**config.mk**
```make
export PLATFORM = sky130hd
export DESIGN_NAME = aio_cfg
export DESIGN_NICKNAME = d
export VERILOG_FILES = /design/src/verilog/aio_cfg.v
export VERILOG_INCLUDE_DIRS = /design/src /design/src/verilog
export SDC_FILE = /design/constraint.sdc
export NUM_CORES = 1
export LEC_CHECK = 0
export ABC_AREA = 1
export BUFFER_PORTS_ARGS = -buffer_cell sky130_fd_sc_hd__clkbuf_2
export CORE_MARGIN = 2
export CORE_UTILIZATION = 60
export CTS_CLUSTER_SIZE = 24
export DETAILED_ROUTE_END_ITERATION = 6
export GPL_TIMING_DRIVEN = 0
export HOLD_SLACK_MARGIN = 0.03
export PLACE_DENSITY_LB_ADDON = 0.3
export SYNTH_ARGS = -nofsm -noshare
export SYNTH_HDL_FRONTEND = slang
export SYNTH_SLANG_ARGS = --single-unit
```
**constraint.sdc**
```tcl
create_clock -name mclk -period 5.15 [get_ports mclk]
set_clock_uncertainty 0.15 [all_clocks]
set_input_delay 0 -clock mclk [delete_from_list [all_inputs] [get_ports mclk]]
set_output_delay 0 -clock mclk [all_outputs]
set_load 0.01 [all_outputs]
```
**src/verilog/aio_cfg_regs.vh**
```
// Offsets, field positions, reset values and timing counts of the audio
// input/output configuration bank. Definitions only; include by bare name.
`ifndef AIO_CFG_REGS_VH
`define AIO_CFG_REGS_VH
// Register offsets
`define AIO_OFS_SERIAL_IN   8'h01
`define AIO_OFS_OUT_STAGE   8'h02
`define AIO_OFS_PROC        8'h03
// Reset values
`define AIO_RST_SERIAL_IN   8'h80
`define AIO_RST_OUT_STAGE   8'hc2
`define AIO_RST_PROC        8'h40
// serial_input_config fields
`define AIO_FMT_LSB         0
`define AIO_FMT_MSB         3
`define AIO_ORDER_BIT       4
`define AIO_DELAY_BIT       5
`define AIO_CH1_SEL_BIT     6
`define AIO_CH2_SEL_BIT     7
// output_stage_config fields
`define AIO_MODE_LSB        0
`define AIO_MODE_MSB        1
`define AIO_CSZ_LSB         2
`define AIO_CSZ_MSB         6
`define AIO_OC_BYPASS_BIT   7
// processing_config fields
`define AIO_HPB_BIT         0
`define AIO_DEEMP_BIT       1
// Output stage modes
`define AIO_MODE_VAR_DROP   2'h3
// Framing codes
`define AIO_FR_I2S          2'h0
`define AIO_FR_LJ           2'h1
`define AIO_FR_RJ           2'h2
// Format codes special at 32fs
`define AIO_FMT32_I2S15     4'hc
`define AIO_FMT32_J16       4'he
// Bits per half frame at 32fs
`define AIO_HALF_32FS       6'h10
// Compensating pulse tick and core clock period
`define AIO_TICK_NS         10
`define AIO_MCLK_NS         5
`define AIO_TICK_CYC        ((`AIO_TICK_NS + `AIO_MCLK_NS - 1) / `AIO_MCLK_NS)
`endif

```
**src/verilog/aio_cfg.v**
```verilog
// Audio input/output configuration bank with serial audio slave receiver.
// Assumes bit clock, word clock, data and the warning pin are asynchronous
// to mclk and much slower than it (bit clock at most 64fs of 96 kHz).
//
// Contract
// - Device is always the serial input slave
// - Reset format is I2S, MSB first
// - Accept 32, 48 or 64 fs bit clocks
// - Order bit selects MSB or LSB first
// - At 32fs, 1100 I2S15, 1110 justified 16
// - Low bits framing, high bits word width
// - Order ignored except 16-bit words; code honours it for those only at 32fs or with I2S framing
// - Delay bit delays bit clock one cycle
// - Select bits map left/right to channels
// - Mode field selects output stage timing
// - Mode 11 pulse size is 0-31 ticks
// - Warning low and enabled cuts 3 dB
// - Cut holds until reset
// - Bypass bit disables the warning cut
// - Highpass bypass bit turns filter off
// - De-emphasis bit applies to all channels
`timescale 1ns/1ps
`include "aio_cfg_regs.vh"

module aio_cfg #(
  parameter SAMPLE_W = 24
) (
  // Core clock and reset
  input  wire                mclk,
  input  wire                nrst,
  // Register port
  input  wire [7:0]          reg_addr,
  input  wire [7:0]          reg_wdata,
  input  wire                reg_wr,
  input  wire                reg_rd,
  output reg  [7:0]          reg_rdata,
  // Serial audio input pins
  input  wire                serial_bit_clock_in,
  input  wire                word_clock_in,
  input  wire                serial_data_in,
  // Power stage warning pin
  input  wire                overcurrent_warning_n,
  // Processing channel samples
  output reg  [SAMPLE_W-1:0] ch1_sample,
  output reg  [SAMPLE_W-1:0] ch2_sample,
  output reg                 sample_valid,
  output reg                 bit_ratio_32,
  // Control decode
  output reg  [1:0]          output_stage_mode,
  output reg  [6:0]          comp_pulse_cyc,
  output reg                 mod_limit_cut,
  output reg                 highpass_en,
  output reg                 deemphasis_en
);

  localparam [5:0] SW6   = SAMPLE_W;
  localparam [6:0] TICKC = `AIO_TICK_CYC;

  // Format decode, returns {framing, width}
  function [6:0] fmt_dec;
    input [3:0] code;
    input       r32;
    reg   [4:0] w;
    begin
      w = 5'd24;
      case (code[3:2])
        2'b00:   w = 5'd24;
        2'b01:   w = 5'd20;
        2'b10:   w = 5'd18;
        default: w = 5'd16;
      endcase
      if (r32 && code == `AIO_FMT32_I2S15) begin
        fmt_dec = {`AIO_FR_I2S, 5'd15};
      end else if (r32 && code == `AIO_FMT32_J16) begin
        fmt_dec = {`AIO_FR_LJ, 5'd16};
      end else if (code[1:0] == 2'b11) begin
        fmt_dec = {`AIO_FR_I2S, w}; // Reserved framing falls back to I2S
      end else begin
        fmt_dec = {code[1:0], w};
      end
    end
  endfunction

  // Configuration registers
  reg [7:0] serial_input_config_q;   // Serial format and mapping
  reg [7:0] output_stage_config_q;   // Output stage timing
  reg [7:0] processing_config_q;     // Filter controls

  // Synchronisers, first stage feeds only the second
  reg [1:0] bck_sync_q;              // Bit clock
  reg [1:0] lrk_sync_q;              // Word clock
  reg [1:0] sdi_sync_q;              // Serial data
  reg [1:0] ocw_sync_q;              // Warning pin
  reg       bck_dly_q;               // Bit clock one cycle later
  reg       bck_prev_q;              // Selected clock, last cycle

  // Receiver state
  reg                lr_last_q;      // Word clock at last bit edge
  reg [5:0]          hcnt_q;         // Bits in current half
  reg [SAMPLE_W-1:0] shift_q;        // Incoming bits
  reg [SAMPLE_W-1:0] left_q;         // Left slot of current frame
  reg [3:0]          act_code_q;     // Format code in use
  reg                act_order_q;    // Bit order in use
  reg                act_sel1_q;     // Channel 1 source in use
  reg                act_sel2_q;     // Channel 2 source in use
  reg                oc_cut_q;       // Sticky 3 dB cut
  reg [5:0]          hcnt_len_q;     // Bits in last whole half

  // Register writes; all bits but processing_config_q[7:2] steer the decode below
  always @(posedge mclk or negedge nrst) begin
    if (!nrst) begin
      serial_input_config_q <= `AIO_RST_SERIAL_IN;
      output_stage_config_q <= `AIO_RST_OUT_STAGE;
      processing_config_q   <= `AIO_RST_PROC;
    end else if (reg_wr) begin
      case (reg_addr)
        `AIO_OFS_SERIAL_IN: serial_input_config_q <= reg_wdata;
        `AIO_OFS_OUT_STAGE: output_stage_config_q <= reg_wdata;
        `AIO_OFS_PROC:      processing_config_q   <= reg_wdata;
        default: begin
          // Unmapped writes are dropped
        end
      endcase
    end
  end

  // Register reads, unmapped offsets return zero
  always @(posedge mclk or negedge nrst) begin
    if (!nrst) begin
      reg_rdata <= 8'h00;
    end else if (reg_rd) begin
      case (reg_addr)
        `AIO_OFS_SERIAL_IN: reg_rdata <= serial_input_config_q;
        `AIO_OFS_OUT_STAGE: reg_rdata <= output_stage_config_q;
        `AIO_OFS_PROC:      reg_rdata <= processing_config_q;
        default:            reg_rdata <= 8'h00;
      endcase
    end
  end

  // Delayed clock lets data settle against sloppy masters
  wire bck_sel = serial_input_config_q[`AIO_DELAY_BIT] ?
                 bck_dly_q : bck_sync_q[1];

  // Pin synchronisers; the external source owns all serial clocks
  always @(posedge mclk or negedge nrst) begin
    if (!nrst) begin
      bck_sync_q <= 2'b00;
      lrk_sync_q <= 2'b00;
      sdi_sync_q <= 2'b00;
      ocw_sync_q <= 2'b11;
      bck_dly_q  <= 1'b0;
      bck_prev_q <= 1'b0;
    end else begin
      bck_sync_q <= {bck_sync_q[0], serial_bit_clock_in};
      lrk_sync_q <= {lrk_sync_q[0], word_clock_in};
      sdi_sync_q <= {sdi_sync_q[0], serial_data_in};
      ocw_sync_q <= {ocw_sync_q[0], overcurrent_warning_n};
      bck_dly_q  <= bck_sync_q[1];
      bck_prev_q <= bck_sel;
    end
  end

  wire bit_rise = bck_sel & ~bck_prev_q;
  wire lr_now   = lrk_sync_q[1];
  wire lr_chg   = bit_rise & (lr_now != lr_last_q);

  // Active format decode
  wire       is32    = (hcnt_len_q == `AIO_HALF_32FS);
  wire [6:0] fdec    = fmt_dec(act_code_q, is32);
  wire [1:0] framing = fdec[6:5];
  wire [4:0] width   = fdec[4:0];
  // LSB first only honoured for 16-bit words
  wire lsb16 = act_order_q & (width == 5'd16) &
               (is32 | (framing == `AIO_FR_I2S));
  // Left slot level: I2S low, justified high
  wire left_lvl = (framing != `AIO_FR_I2S);

  // Bit counter and shift register
  wire [5:0] hcnt_inc = (hcnt_q == 6'h3f) ? hcnt_q : hcnt_q + 6'd1;
  wire [5:0] hcnt_d   = lr_chg ? 6'd1 : hcnt_inc;
  wire [SAMPLE_W-1:0] shift_d = {shift_q[SAMPLE_W-2:0], sdi_sync_q[1]};

  // Capture point: end of half for right-justified, else count target
  wire [5:0] tgt = (framing == `AIO_FR_I2S) ? {1'b0, width} + 6'd1
                                            : {1'b0, width};
  wire is_rj = (framing == `AIO_FR_RJ);
  wire cap   = is_rj ? lr_chg : (bit_rise & (hcnt_d == tgt));
  wire [SAMPLE_W-1:0] word = is_rj ? shift_q : shift_d;
  wire cap_left = is_rj ? (lr_last_q == left_lvl) : (lr_now == left_lvl);

  // Reverse a 16-bit word for LSB-first data
  wire [15:0] rev16;
  genvar gi;
  generate
    for (gi = 0; gi < 16; gi = gi + 1) begin : g_rev
      assign rev16[gi] = word[15-gi];
    end
  endgenerate

  // Left-align into the sample width; unused upper bits fall off
  wire [5:0] shamt = SW6 - {1'b0, width};
  wire [SAMPLE_W-1:0] rev_al = {rev16, {(SAMPLE_W-16){1'b0}}};
  wire [SAMPLE_W-1:0] aligned = lsb16 ? rev_al : (word << shamt);

  // Receiver: counts, captures, format latching at left slot start
  always @(posedge mclk or negedge nrst) begin
    if (!nrst) begin
      lr_last_q    <= 1'b0;
      hcnt_q       <= 6'd0;
      hcnt_len_q   <= 6'd0;
      shift_q      <= {SAMPLE_W{1'b0}};
      left_q       <= {SAMPLE_W{1'b0}};
      act_code_q   <= 4'h0;
      act_order_q  <= 1'b0;
      act_sel1_q   <= 1'b0;
      act_sel2_q   <= 1'b1;
      ch1_sample   <= {SAMPLE_W{1'b0}};
      ch2_sample   <= {SAMPLE_W{1'b0}};
      sample_valid <= 1'b0;
      bit_ratio_32 <= 1'b0;
    end else begin
      sample_valid <= 1'b0;
      bit_ratio_32 <= is32;
      if (bit_rise) begin
        lr_last_q <= lr_now;
        hcnt_q    <= hcnt_d;
        shift_q   <= shift_d;
      end
      if (lr_chg) begin
        hcnt_len_q <= hcnt_q;
      end
      // New settings only where a new left slot begins
      if (lr_chg && (lr_now == left_lvl)) begin
        act_code_q  <= serial_input_config_q[`AIO_FMT_MSB:`AIO_FMT_LSB];
        act_order_q <= serial_input_config_q[`AIO_ORDER_BIT];
        act_sel1_q  <= serial_input_config_q[`AIO_CH1_SEL_BIT];
        act_sel2_q  <= serial_input_config_q[`AIO_CH2_SEL_BIT];
      end
      if (cap) begin
        if (cap_left) begin
          left_q <= aligned;
        end else begin
          // Right slot closes the frame
          ch1_sample   <= act_sel1_q ? aligned : left_q;
          ch2_sample   <= act_sel2_q ? aligned : left_q;
          sample_valid <= 1'b1;
        end
      end
    end
  end

  // Sticky over-current cut; only reset clears it
  always @(posedge mclk or negedge nrst) begin
    if (!nrst) begin
      oc_cut_q <= 1'b0;
    end else if (!ocw_sync_q[1] &&
                 !output_stage_config_q[`AIO_OC_BYPASS_BIT]) begin
      oc_cut_q <= 1'b1;
    end
  end

  // Control outputs, registered copies of the decode
  wire [1:0] mode_w = output_stage_config_q[`AIO_MODE_MSB:`AIO_MODE_LSB];
  wire [4:0] csz_w  = output_stage_config_q[`AIO_CSZ_MSB:`AIO_CSZ_LSB];
  wire [6:0] csz_c  = {2'b00, csz_w} * TICKC;
  always @(posedge mclk or negedge nrst) begin
    if (!nrst) begin
      output_stage_mode <= 2'b10;
      comp_pulse_cyc    <= 7'd0;
      mod_limit_cut     <= 1'b0;
      highpass_en       <= 1'b1;
      deemphasis_en     <= 1'b0;
    end else begin
      output_stage_mode <= mode_w;
      // Pulse width only meaningful in variable drop mode
      comp_pulse_cyc <= (mode_w == `AIO_MODE_VAR_DROP) ? csz_c : 7'd0;
      mod_limit_cut  <= oc_cut_q;
      highpass_en    <= ~processing_config_q[`AIO_HPB_BIT];
      deemphasis_en  <= processing_config_q[`AIO_DEEMP_BIT];
    end
  end

endmodule // aio_cfg

```
# [Word level (Yosys, flattened, before mapping)]
# Cells that the tools add are included.
[classes] muxes=18 bitwise_logic=9 n_reduce_logical=14 shift=1 n_addsub=3 n_eq_ne=17
[ops] op="$mux 24" count=4
[ops] op="$mux 6" count=4
[ops] op="$pmux 8 s3" count=1
[ops] op="$shl 24x6->24" count=1
[ops] op="$mux 7" count=3
[ops] op="$eq 8x2->1 const B" count=2
[ops] op="$pmux 4 s3" count=1
[ops] op="$reduce_and 2->1" count=5
[ops] op="$eq 2x2->1 const B" count=4
[ops] op="$eq 4x4->1 const B" count=2
[ops] op="$eq 8x1->1 const B" count=1
[ops] op="$add 5x1->6 const B" count=1
[ops] op="$add 6x1->6 const B" count=1
[ops] op="$eq 6x5->1 const B" count=1
[ops] op="$eq 6x6->1" count=1
[ops] op="$eq 6x6->1 const B" count=1
[ops] op="$sub 5x5->6 const A" count=1
[ops] op="$and 1x1->1" count=5
[ops] op="$eq 5x5->1 const B" count=1
[ops] op="$mux 1" count=5
[ops] op="$logic_and 1x1->1" count=4
[ops] op="$logic_not 2->1" count=2
[ops] op="$not 1->1" count=3
[ops] op="$eq 1x1->1" count=2
[ops] op="5 further kinds" count=6
[word_totals] inputBits=24 regBits=172 output_inout_bits=70

# [Longest topological paths before layout]
# Gate-level depths: netlist (run 1).
[depth] word_depth=11 ltp_mapped=19

# [Worst setup path after synthesis (run 1)]
# Ideal clock, no wire load.
[synth_timing] path_kind="register -> register" from="register act_code_q[2]" to="register ch2_sample[3]" setup_time_ns=0.065 t_arrival_ns=2.132 path_slack_ns=2.803 path_stages_with_launch=15 cell_sequence="dfrtp_1 ha_1 buf_4 nand3_1 nor2_4 inv_2 buf_2 buf_2 nand3_1 nand3_1 nand3_1 or2_2 nand2_1 o211ai_1 nand2_1"
[synth_between] elab_chain_len=11
[synth_rtl] element="start, declared" line="aio_cfg.v:102" text="reg [3:0] act_code_q;"
[synth_rtl] element="start signal, assigned" line="aio_cfg.v:235" text="act_code_q <= serial_input_config_q[`AIO_FMT_MSB:`AIO_FMT_LSB];"
[synth_rtl] element="$eq 2x2->1, or another cell as far along" line="aio_cfg.v:66" text="case (code[3:2])"
[synth_rtl] element="$pmux 4 s3" line="aio_cfg.v:66"
[synth_rtl] element="$mux 7" line="aio_cfg.v:76" text="end else if (code[1:0] == 2'b11) begin"
[synth_rtl] element="$mux 7" line="aio_cfg.v:74" text="end else if (r32 && code == `AIO_FMT32_J16) begin"
[synth_rtl] element="$mux 7 *" line="aio_cfg.v:72" text="if (r32 && code == `AIO_FMT32_I2S15) begin"
[synth_rtl] element="parallel branches: the longest is 6 deep, another holds $sub 5x5->6"
[synth_rtl] element="end signal, assigned" line="aio_cfg.v:219" text="ch2_sample <= {SAMPLE_W{1'b0}};"
[synth_rtl] element="end signal, assigned" line="aio_cfg.v:246" text="ch2_sample <= act_sel2_q ? aligned : left_q;"
[synth_rtl] element="end, declared" line="aio_cfg.v:45" text="output reg [SAMPLE_W-1:0] ch2_sample,"
# Mark *: on every way between the ends.
# A chain may end at the register's enable or synchronous reset.

# [Worst setup path after layout (run 1)]
[layout_timing] from="register act_code_q[2]" to="register ch1_sample[23]"
[layout_between] elab_chain_len=11
[layout_rtl] element="$eq 2x2->1, or another cell as far along" line="aio_cfg.v:66"
[layout_rtl] element="$pmux 4 s3" line="aio_cfg.v:66"
[layout_rtl] element="$mux 7" line="aio_cfg.v:76"
[layout_rtl] element="$mux 7" line="aio_cfg.v:74"
[layout_rtl] element="$mux 7 *" line="aio_cfg.v:72"
[layout_rtl] element="parallel branches: the longest is 6 deep, another holds $sub 5x5->6"
[layout_rtl] element="end signal, assigned" line="aio_cfg.v:218" text="ch1_sample <= {SAMPLE_W{1'b0}};"
[layout_rtl] element="end signal, assigned" line="aio_cfg.v:245" text="ch1_sample <= act_sel1_q ? aligned : left_q;"
[layout_rtl] element="end, declared" line="aio_cfg.v:44" text="output reg [SAMPLE_W-1:0] ch1_sample,"
# Marked as above.

==> metrics.md, run 1 <==
| Metric | Value |
|---|---|
| Status | complete, no violations |
| Pin count of the biggest net entering global routing | 92 |
| Clk slew on worst S/H paths | 0.06 ns |
| Min-delay worst type | input port to flop |
| Multiplexer share of the synthesized area | 0.499% |
| Clk sink count | 171 |
| Synth unique cells | 39 |
| Critical path endpoint category | flop |
| P&R area growth vs syn | 16.7% |
| Synth Area in Compound Gates | 8.22% |
| Achievable Freq | 331 MHz |
| Worst Path Max Fanout | 10 |
| First-pass detailed-route iteration total | 6 |
| Max-slew headroom | 55.8% |
| DIE WIDTH | 127 µm |
| Most frequent cells in the layout | nand2_1, nand3_1, dfrtp_1 |
| Seq cells post-synth | 171 |
| Gate count of the mapped netlist | 1209 |
| Asr flop ratio synth | 100% |
| Most common cell after layout, fill and taps aside | nand2_1 |
| Pre-CTS WS | 2.17 ns |
| Initial antenna violation count | 0 |
| Final hold viol count | 0 |
| Setup TNS Final | 0 ns |
| Fin nets | 1372 |
| Post-route ant nets | 0 |
| Worst endpoint required time | 5.33 ns |
| Post-synthesis xor/xnor area fraction | 0.388% |
| LEAKAGE | 0.00539 µW |
| Synth top area cells | dfrtp_1, nand2_1, nand3_1 |
| VDD IR-drop max | 0.000327 V |
| Largest family of logic cells by synthesized area | simple AND/OR/NAND/NOR gates |
| Iteration-0 DRC Markers | 748 |
| Placeable Area | 14600 µm² |
| Startpoint types | flop |
| Fin. max-slew vios | 0 |
| CP arrival | 3.20 ns |
| Total CTS buffers | 17 |
| RSZ-0062 raised after global routing | no |
| Cell taking the most area after synthesis | dfrtp_1 |
| Post-synthesis cell area | 9020 µm² |
| Routed WL | 24500 µm |
| Initial Utilization | 61.8% |
| Port bufs | 91 |
| Io pins | 94 |
| Avg Synthesized Cell Area | 7.46 µm² |
| Setup Crit Path Kind | flop to flop |
| Post-synth top area share | 44.7% |
| Routed length per instance | 15.9 µm |
| Vias | 8660 |
| Max clock buf depth | 2 |
| Routability cong. | 0.963 |
| Synth warnings | 0 |
| Synth Area in Simple Gates | 35.1% |
| CTS H-Tree Depth | 4 |
| Max-cap violation count | 0 |
| Row cnt | 44 |
| Adder-Cell Fraction of Synth Area | 1.11% |
| Congestion Overflow GR | 0 |
| Worst setup margin | 2.13 ns |
| Layout cells sized above 1 | 13.7% |
| GRT Total Usage | 31.9% |
| TritonCTS clock tree | yes |
| Post-DP HPWL | 18000 µm |
| Vias per cell | 5.63 |
| Post-CTS resize count | 0 |
| Synth Flop Type | dfrtp_1 |
| Root Buffer | clkbuf_16 |
| Number of diodes | 0 |
| First-pass GRT wire length | 40700 µm |
| Filler cells | 1164 |
| Post-route DRC | 0 |
| Vias in the first global route | 8229 |
| EDFF count, synth | 0 |
| Fin crit period | 3.02 ns |
| Power per Cell Area | 328 nW/µm² |
| Area of the die | 16000 µm² |
| Setup violators final | 0 |
| Clock insertion delay at the later pin of the skew report | 0.43 ns |
| Crit share post-route | 58.7% |
| Die H | 127 µm |
| Seq/Total Area, Yosys | 47.6% |
| Least-Margin Pin Slew | 0.660 ns |
-- cell usage after synthesis, types with 2 or more instances --
master       n
o221ai_1     2
o2bb2ai_1    4
a21oi_1     10
clkbuf_1    33
dfrtp_1    161
buf_1        4
buf_2       15
inv_1       73
nor2_4       2
o21bai_1     2
nor2_2       3
nand3_1    238
nor2_1      63
nor3_2       2
o211ai_1    14
inv_2        7
ha_1         8
o21ai_0     73
nand2_2      5
nand2_1    411
buf_4        5
xor2_1       4
buf_6        6
clkinv_1     4
o21ai_1     24
nand4_1     11
mux2_2       4
dfstp_2     10
-- path summary, 6_finish.rpt --
check                                          startpoint  cells past startpoint                    endpoint  slack (ns)
worst min register to register    sdi_sync_q[0]$_DFF_PN0_                      0     sdi_sync_q[1]$_DFF_PN0_        0.20
max in group asynchronous                            nrst                      4      left_q[22]$_DFFE_PN0P_        3.64
worst min-delay path                        word_clock_in                      2     lrk_sync_q[0]$_DFF_PN0_        0.06
min in group asynchronous                            nrst                      3     sdi_sync_q[1]$_DFF_PN0_        0.46
worst max register to register  act_code_q[2]$_DFFE_PN0P_                     13  ch1_sample[23]$_DFFE_PN0P_        2.13
worst max-delay path            act_code_q[2]$_DFFE_PN0P_                     13  ch1_sample[23]$_DFFE_PN0P_        2.13
-- per-stage QoR --
stage	instances	utilization (%)	cell area, µm²	hold WS (ns)	total power, µW
after floorplan	1210	-	9020	-0.446	1970
after global placement	1485	66.6	9710	-0.0618	2150
after detailed placement	1486	66.8	9750	-0.0881	2170
after CTS	1537	72.2	10500	0.0497	3450
after global routing	1537	72.2	10500	0.0702	3620
final	1537	72.2	10500	0.0622	3450
-- routing by layer --
metal / vias up / routed length [µm] / global-route usage (%)
met3: 44 / 1510 / 5.95
met2: 312 / 12200 / 54.0
li1: 4223 / - / -
met1: 4081 / 10200 / 40.8
met5: - / 0 / 0
met4: 0 / 610 / 12.3
-- final cells by class --
cell class	count	area (µm²)	area share, %
clock buffer	21	450	4.28
multi-input combinational	891	4090	38.9
sequential	171	4290	40.8
inverter	85	322	3.05
buffer	63	319	3.03
timing repair buffer	111	692	6.57
tap	184	230	2.19
clock inverter	11	133	1.26
-- kinds of logic after synthesis --
group,Yosys count
other,1
buffers and inverters,148
adders and majority gates,8
AOI/OAI and AO/OA,133
DFF,171
and+or+nand+nor,740
xor gates and xnor gates,4
muxes,4
-- power by group --
| part | internal, µW | switching (µW) | total, µW |
|---|---|---|---|
| combinational | 211 | 465 | 676 |
| sequential | 1430 | 68.4 | 1500 |
| clock | 735 | 541 | 1280 |
-- sequential cells by signal, indices dropped and copies added (netlist names), 2 cells and up --
signal and cells:
ocw_sync_q 2, processing_config_q 8, sdi_sync_q 2, output_stage_mode 2
output_stage_config_q 8, comp_pulse_cyc 5, hcnt_q 6, act_code_q 4
reg_rdata 8, lrk_sync_q 2, left_q 24, bck_sync_q 2
hcnt_len_q 6, ch1_sample 24, serial_input_config_q 8, ch2_sample 24
shift_q 24
-- worst max-delay path, cell delays in order, from the launching register on --
cell	delay, ns
dfrtp_1	0.44
inv_1	0.16
ha_1	0.16
clkbuf_1	0.30
clkinv_1	0.39
clkbuf_1	0.34
nand3_1	0.21
nand3_1	0.11
nand3_1	0.10
nand3_1	0.12
nand2_1	0.18
nand3_1	0.10
nand2_1	0.09
nand2_1	0.05
-- repair_timing --
| action | 4_1_cts | 5_1_grt |
|---|---|---|
| hold buffers | 19 | 0 |
| endpoints found under the hold margin | 205 | 0 |
| setup buffers | 0 | 0 |
(Power assumes the default switching activity.)
==> inputs of run 2 (changes only) <==
Settings changed: CORE_UTILIZATION 60 to 54.
Clock period 5.15 ns to 2.51 ns, I/O delays scaled along.
==> run 2 against run 1 <==
The run now ends with setup timing left. Setup slack worse by 2.1 ns. Hold slack worse by 0.015 ns. First-iteration DRC count up 13%. Sequential power up 110%. Combinational power rose to 2.7 times the previous value. Count of clock-buffer cells in the layout down 3. Core utilization up 1.2 points. Die area up 11%. Cell count up 4.4%. Global-route usage down 2.5 points. Largest cell class is now multi-input gates. Largest power group unchanged. Highest routed layer unchanged.
==> metrics.md, run 2 (synthesized netlist as in run 1, its figures left out) <==
| Metric | Value |
|---|---|
| Hold Path Stages | 2 (unchanged) |
| Clock insertion delay at the later pin of the skew report | 0.45 ns (was 0.43 ns) |
| Reg power frac | 41.5% (was 43.4%) |
| Least-Margin Pin Slew | 0.681 ns (was 0.660 ns) |
| Power per Cell Area | 614 nW/µm² (was 328 nW/µm²) |
| Dpl cell area | 9790 µm² (was 9750 µm²) |
| Max-cap violation count | 0 (unchanged) |
| Pre-CTS WS | -0.424 ns (was 2.17 ns) |
| Final core utilization | 73.4% (was 72.2%) |
| Routed length per instance | 17.2 µm (was 15.9 µm) |
| Startpoint types | flop (unchanged) |
| Iteration-0 DRC Markers | 842 (was 748) |
| Max clock buf depth | 2 (unchanged) |
| Fin nets | 1403 (was 1372) |
| Routed WL | 27600 µm (was 24500 µm) |
| VDD IR-drop max | 0.000538 V (was 0.000327 V) |
| Placeable Area | 16500 µm² (was 14600 µm²) |
| Fin crit period | 2.53 ns (was 3.02 ns) |
| Wire length on met1 | 11100 µm (was 10200 µm) |
| Root Buffer | clkbuf_16 (unchanged) |
| CP arrival | 2.71 ns (was 3.20 ns) |
| Clock power share | 34.1% (was 37.0%) |
| Clk sink count | 171 (unchanged) |
| Congestion Overflow GR | 0 (unchanged) |
| DIE WIDTH | 133 µm (was 127 µm) |
| Post-DP HPWL | 18100 µm (was 18000 µm) |
| Fin. max-slew vios | 0 (unchanged) |
| Pin count of the biggest net entering global routing | 102 (was 92) |
| Final hold viol count | 0 (unchanged) |
| Worst setup margin | -0.0160 ns (was 2.13 ns) |
| Initial antenna violation count | 0 (unchanged) |
| Worst Path Max Fanout | 7 (was 10) |
| Most frequent cells in the layout | nand2_1, dfrtp_1, nand3_1 (was nand2_1, nand3_1, dfrtp_1) |
| Die H | 133 µm (was 127 µm) |
| Io pins | 94 (unchanged) |
| Tot Pwr | 7430 µW (was 3450 µW) |
| Vias per cell | 5.68 (was 5.63) |
| Area of the die | 17800 µm² (was 16000 µm²) |
| Achievable Freq | 396 MHz (was 331 MHz) |
| Crit share post-route | 101% (was 58.7%) |
| Routability cong. | 0.973 (was 0.963) |
| Setup violators final | 8 (was 0) |
| Min-delay worst type | input port to flop (unchanged) |
| RSZ-0062 raised after global routing | yes (was no) |
| Clk slew on worst S/H paths | 0.07 ns (was 0.06 ns) |
| Row cnt | 47 (was 44) |
| Vias in the first global route | 8240 (was 8229) |
| Vias | 9109 (was 8660) |
| Total CTS buffers | 17 (unchanged) |
| Post-route ant nets | 0 (unchanged) |
| Status | finished with violations (was complete, no violations) |
| Design area | 12100 µm² (was 10500 µm²) |
| DR top layer | met4 (unchanged) |
| Layout cells sized above 1 | 32.3% (was 13.7%) |
| Most common cell after layout, fill and taps aside | nand2_1 (unchanged) |
| Failing checks | setup timing |
| P&R area growth vs syn | 34.0% (was 16.7%) |
| Initial Utilization | 54.8% (was 61.8%) |
| Port bufs | 91 (unchanged) |
| WL met3 | 1670 µm (was 1510 µm) |
| LEAKAGE | 0.00601 µW (was 0.00539 µW) |
| CTS H-Tree Depth | 4 (unchanged) |
| R2R cell count | 18 (was 13) |
| First-pass detailed-route iteration total | 5 (was 6) |
| First-pass GRT wire length | 41500 µm (was 40700 µm) |
| Setup Crit Path Kind | flop to flop (unchanged) |
| Critical path endpoint category | flop (unchanged) |
| Number of diodes | 0 (unchanged) |
| TritonCTS clock tree | yes (unchanged) |
| Pint | 4850 µW (was 2380 µW) |
| GRT Total Usage | 29.4% (was 31.9%) |
| WL met2 | 13900 µm (was 12200 µm) |
| Worst endpoint required time | 2.70 ns (was 5.33 ns) |
| Post-route DRC | 0 (unchanged) |
| Setup TNS Final | -0.0859 ns (was 0 ns) |
| Logic gate share of total power | 24.4% (was 19.6%) |
| Switching power | 2580 µW (was 1070 µW) |
| Net Sw Frac | 34.8% (was 31.1%) |
| Max-slew headroom | 54.6% (was 55.8%) |
## run 2: area by class of cell
| cell class | count | area (µm²) |
|---|---|---|
| Inverter | 85 | 332 |
| Clock buffer | 18 | 429 |
| Tap cell | 220 | 275 |
| Fill cell | 1225 | 4380 |
| Clock inverter | 14 | 129 |
| Sequential cell | 171 | 4290 |
| Buffer | 61 | 490 |
| Multi-Input combinational cell | 891 | 5080 |
| Timing Repair Buffer | 144 | 1060 |
## run 2: timing repair
action                                  in CTS  in global routing
buffers inserted                            17                  8
pin swaps                                    8                 71
hold buffers                                20                  0
gates resized for setup                     51                290
endpoints found under the setup margin      73                 73
endpoints found under the hold margin      197                  0
cloned                                       0                  7
## run 2: per-stage QoR
stage	hold slack, ns	cells
after CTS	0.0369	1590
after floorplan	-0.446	1210
final	0.0473	1604
after global routing	0.0443	1604
after detailed placement	-0.107	1522
after global placement	-0.0620	1521
## run 2: critical path, stage by stage (launching register included)
cell	delay, ns
dfrtp_1	0.36
ha_2	0.20
nand2_2	0.06
inv_2	0.09
nand2_4	0.07
nor3_4	0.24
nand2_1	0.10
nand2_2	0.11
nor2_4	0.04
nand3_2	0.07
nand3_2	0.07
nor2_2	0.09
nand2_2	0.10
nand2_4	0.13
nand2_8	0.10
buf_12	0.16
clkbuf_16	0.16
nand2_4	0.05
nand2_2	0.04
## run 2: power groups by stage
| stage | registers (µW) | logic [µW] | clock network [µW] |
|---|---|---|---|
| 6_report | 3080 | 1810 | 2540 |
| 5_1_grt | 3100 | 1980 | 2680 |
| 4_1_cts | 3060 | 1440 | 2560 |
| 3_5_place_dp | 3120 | 1340 | 0 |
| 3_3_place_gp | 3120 | 1310 | 0 |
| 2_1_floorplan | 3090 | 947 | 0 |
## run 2: metal layers
metal | GRT usage (%) | vias to the layer above
li1 | - | 4296
met1 | 38.7 | 4334
met2 | 49.0 | 399
met3 | 4.26 | 80
met4 | 12.2 | 0
met5 | 0 | -
## run 2: worst paths after layout
kind / startpoint / slack [ns] / end
hold / removal: serial_bit_clock_in / 0.05 / bck_sync_q[0]$_DFF_PN0_
min in group asynchronous: nrst / 0.49 / ch2_sample[10]$_DFFE_PN0P_
setup / recovery: hcnt_q[1]$_DFFE_PN0P_ / -0.02 / ch1_sample[11]$_DFFE_PN0P_
setup reg to reg: hcnt_q[1]$_DFFE_PN0P_ / -0.02 / ch1_sample[11]$_DFFE_PN0P_
hold reg to reg: sdi_sync_q[0]$_DFF_PN0_ / 0.20 / sdi_sync_q[1]$_DFF_PN0_
max in group asynchronous: nrst / 0.81 / ocw_sync_q[1]$_DFF_PN1_
==> inputs of run 3 (changes only) <==
Settings changed: RECOVER_POWER set to 25.
==> run 3 against run 2 <==
The run still ends with setup timing left. Sequential share of layout area increased by 0.20 points. Via count increased by 0.58%. Wire length increased by 0.34%. Setup slack got worse by 0.0085 ns. First-iteration DRC count decreased by 0.36%. Power about the same. Count of clock-buffer cells in the layout unchanged. Cell count unchanged. Non-clock buffer count unchanged. Critical path depth decreased by 1. Flip-flop and latch count unchanged. Critical endpoint is now ch1_sample[10]$_DFFE_PN0P_.
==> metrics.md, run 3 (synthesized netlist as in run 1, its figures left out) <==
| Metric | Value |
|---|---|
| Clk slew on worst S/H paths | 0.07 ns (about the same) |
| Worst setup margin | -0.0244 ns (was -0.0160 ns) |
| Post-DP HPWL | 18100 µm (unchanged) |
| Failing checks | setup timing (unchanged) |
| Total CTS buffers | 17 (unchanged) |
| Design area | 12000 µm² (was 12100 µm²) |
| Power per Cell Area | 617 nW/µm² (was 614 nW/µm²) |
| CP Cell Sequence | ha_2, nand2_2, inv_2, nand2_4, buf_4, nand2_1, nand3_1, a21oi_1, nand4_1, nor2_1, nand2_2, nand2_4, nand2_8, buf_12, clkbuf_16, nand2_4, nand2_2 (was ha_2, nand2_2, inv_2, nand2_4, nor3_4, nand2_1, nand2_2, nor2_4, nand3_2, nand3_2, nor2_2, nand2_2, nand2_4, nand2_8, buf_12, clkbuf_16, nand2_4, nand2_2) |
| Initial Utilization | 54.8% (unchanged) |
| CTS H-Tree Depth | 4 (unchanged) |
| LEAKAGE | 0.00582 µW (was 0.00601 µW) |
| Max-slew headroom | 55.3% (was 54.6%) |
| Dpl cell area | 9790 µm² (unchanged) |
| Pin count of the biggest net entering global routing | 102 (unchanged) |
| Root Buffer | clkbuf_16 (unchanged) |
| Vias | 9162 (was 9109) |
| Critical path endpoint category | flop (unchanged) |
| Max-cap violation count | 0 (unchanged) |
| Setup violators final | 9 (was 8) |
| GRT Total Usage | 29.4% (unchanged) |
| RSZ-0062 raised after global routing | yes (unchanged) |
| Routed WL | 27700 µm (was 27600 µm) |
| Crit share post-route | 101% (about the same) |
| Setup Crit Path Kind | flop to flop (unchanged) |
| Filler cells | 1260 (was 1225) |
| Clk sink count | 171 (unchanged) |
| Most common cell after layout, fill and taps aside | nand2_1 (unchanged) |
| TritonCTS clock tree | yes (unchanged) |
| Tot Pwr | 7420 µW (was 7430 µW) |
| Clock insertion delay at the later pin of the skew report | 0.45 ns (about the same) |
| Least-Margin Pin Slew | 0.671 ns (was 0.681 ns) |
| Most frequent cells in the layout | nand2_1, dfrtp_1, nand3_1 (unchanged) |
| Buf/Inv on CP | 4 (was 3) |
| Placeable Area | 16500 µm² (unchanged) |
| Vias per cell | 5.71 (was 5.68) |
| Worst endpoint required time | 2.70 ns (about the same) |
| Fin. max-slew vios | 0 (unchanged) |
| Fin nets | 1403 (unchanged) |
| CP delay by family, top | simple AND/OR/NAND/NOR gates (unchanged) |
| Final core utilization | 73.0% (was 73.4%) |
| Row cnt | 47 (unchanged) |
| Max clock buf depth | 2 (unchanged) |
| Number of diodes | 0 (unchanged) |
| Largest stage delay, worst path | 0.36 ns (about the same) |
| Status | finished with violations (unchanged) |
| Startpoint types | flop (unchanged) |
| Min-delay worst type | input port to flop (unchanged) |
| Die H | 133 µm (unchanged) |
| DIE WIDTH | 133 µm (unchanged) |
| Post-route DRC | 0 (unchanged) |
| Initial antenna violation count | 0 (unchanged) |
| CP max stage cell | dfrtp_1 (unchanged) |
| Layout cells sized above 1 | 28.3% (was 32.3%) |
| Port bufs | 91 (unchanged) |
| Routability cong. | 0.973 (unchanged) |
| Fin crit period | 2.53 ns (about the same) |
| CP arrival | 2.72 ns (was 2.71 ns) |
| Achievable Freq | 395 MHz (was 396 MHz) |
| Final hold viol count | 0 (unchanged) |
| Setup TNS Final | -0.142 ns (was -0.0859 ns) |
| First-pass GRT wire length | 41500 µm (unchanged) |
| P&R area growth vs syn | 33.3% (was 34.0%) |
| Pre-CTS WS | -0.424 ns (unchanged) |
| VDD IR-drop max | 0.000534 V (was 0.000538 V) |
| Post-route ant nets | 0 (unchanged) |
| Vias in the first global route | 8240 (unchanged) |
| Io pins | 94 (unchanged) |
| Routed length per instance | 17.2 µm (about the same) |
| Iteration-0 DRC Markers | 839 (was 842) |
| First-pass detailed-route iteration total | 5 (unchanged) |
| Area of the die | 17800 µm² (unchanged) |
| Congestion Overflow GR | 0 (unchanged) |
| Worst Path Max Fanout | 7 (unchanged) |
[run 3: cell counts in the layout (fill, tap and decap cells not counted)]
Identical to the previous run, type by type.
[run 3: layer usage]
metal	up-vias	GRT usage [%]	part of all wire, %
met5	-	0	0
met4	0	12.2	3.3
met3	80	4.26	6.6
met2	417	49.0	50
met1	4374	38.7	40
li1	4291	-	-
[run 3: power breakdown]
part | switching, µW | internal, µW | leakage, µW
Combinational | 1210 | 602 | 0.00324
Clock | 1220 | 1310 | 0.000280
Sequential | 149 | 2930 | 0.00230
Total | 2580 | 4840 | 0.00582
[run 3: stage by stage]
step,cells,hold slack (ns)
2_1_floorplan,1210,-0.446
3_3_place_gp,1521,-0.0620
3_5_place_dp,1522,-0.107
4_1_cts,1590,0.0369
5_1_grt,1604,0.0443
6_report,1604,0.0483
[run 3: worst paths after layout]
check | to | cells past startpoint | slack [ns] | start
worst max-delay path | ch1_sample[10]$_DFFE_PN0P_ | 17 | -0.02 | hcnt_q[0]$_DFFE_PN0P_
worst min-delay path | bck_sync_q[0]$_DFF_PN0_ | 2 | 0.05 | serial_bit_clock_in
worst max register to register | ch1_sample[10]$_DFFE_PN0P_ | 17 | -0.02 | hcnt_q[0]$_DFFE_PN0P_
worst min register to register | sdi_sync_q[1]$_DFF_PN0_ | 0 | 0.20 | sdi_sync_q[0]$_DFF_PN0_
max in group asynchronous | ocw_sync_q[1]$_DFF_PN1_ | 4 | 0.81 | nrst
min in group asynchronous | ch2_sample[10]$_DFFE_PN0P_ | 3 | 0.49 | nrst
[run 3: timing repair]
| item | 4_1_cts | 5_1_grt |
|---|---|---|
| buffers inserted | 17 | 8 |
| pin swaps | 8 | 71 |
| endpoints found under the hold margin | 197 | 0 |
| cloned | 0 | 7 |
| endpoints found under the setup margin | 73 | 73 |
| resized for setup | 51 | 290 |
| hold buffers | 20 | 0 |
[run 3: worst reg2reg max path, cell delays in order (launching register included)]
cell,delay [ns]
dfrtp_1,0.36
ha_2,0.20
nand2_2,0.06
inv_2,0.09
nand2_4,0.07
buf_4,0.14
nand2_1,0.05
nand3_1,0.08
a21oi_1,0.19
nand4_1,0.11
nor2_1,0.16
nand2_2,0.12
nand2_4,0.13
nand2_8,0.10
buf_12,0.17
clkbuf_16,0.16
nand2_4,0.05
nand2_2,0.04
[run 3: layout make-up]
| class | count | area [µm²] | area share (%) |
|---|---|---|---|
| flip-flops and latches | 171 | 4290 | 35.7 |
| repair buffers | 144 | 993 | 8.26 |
| clock buffers | 18 | 429 | 3.57 |
| clock inverters | 14 | 129 | 1.07 |
| multi-input cells | 891 | 5080 | 42.3 |
| inverters | 85 | 332 | 2.76 |
| well taps | 220 | 275 | 2.29 |
| plain buffers | 61 | 490 | 4.08 |
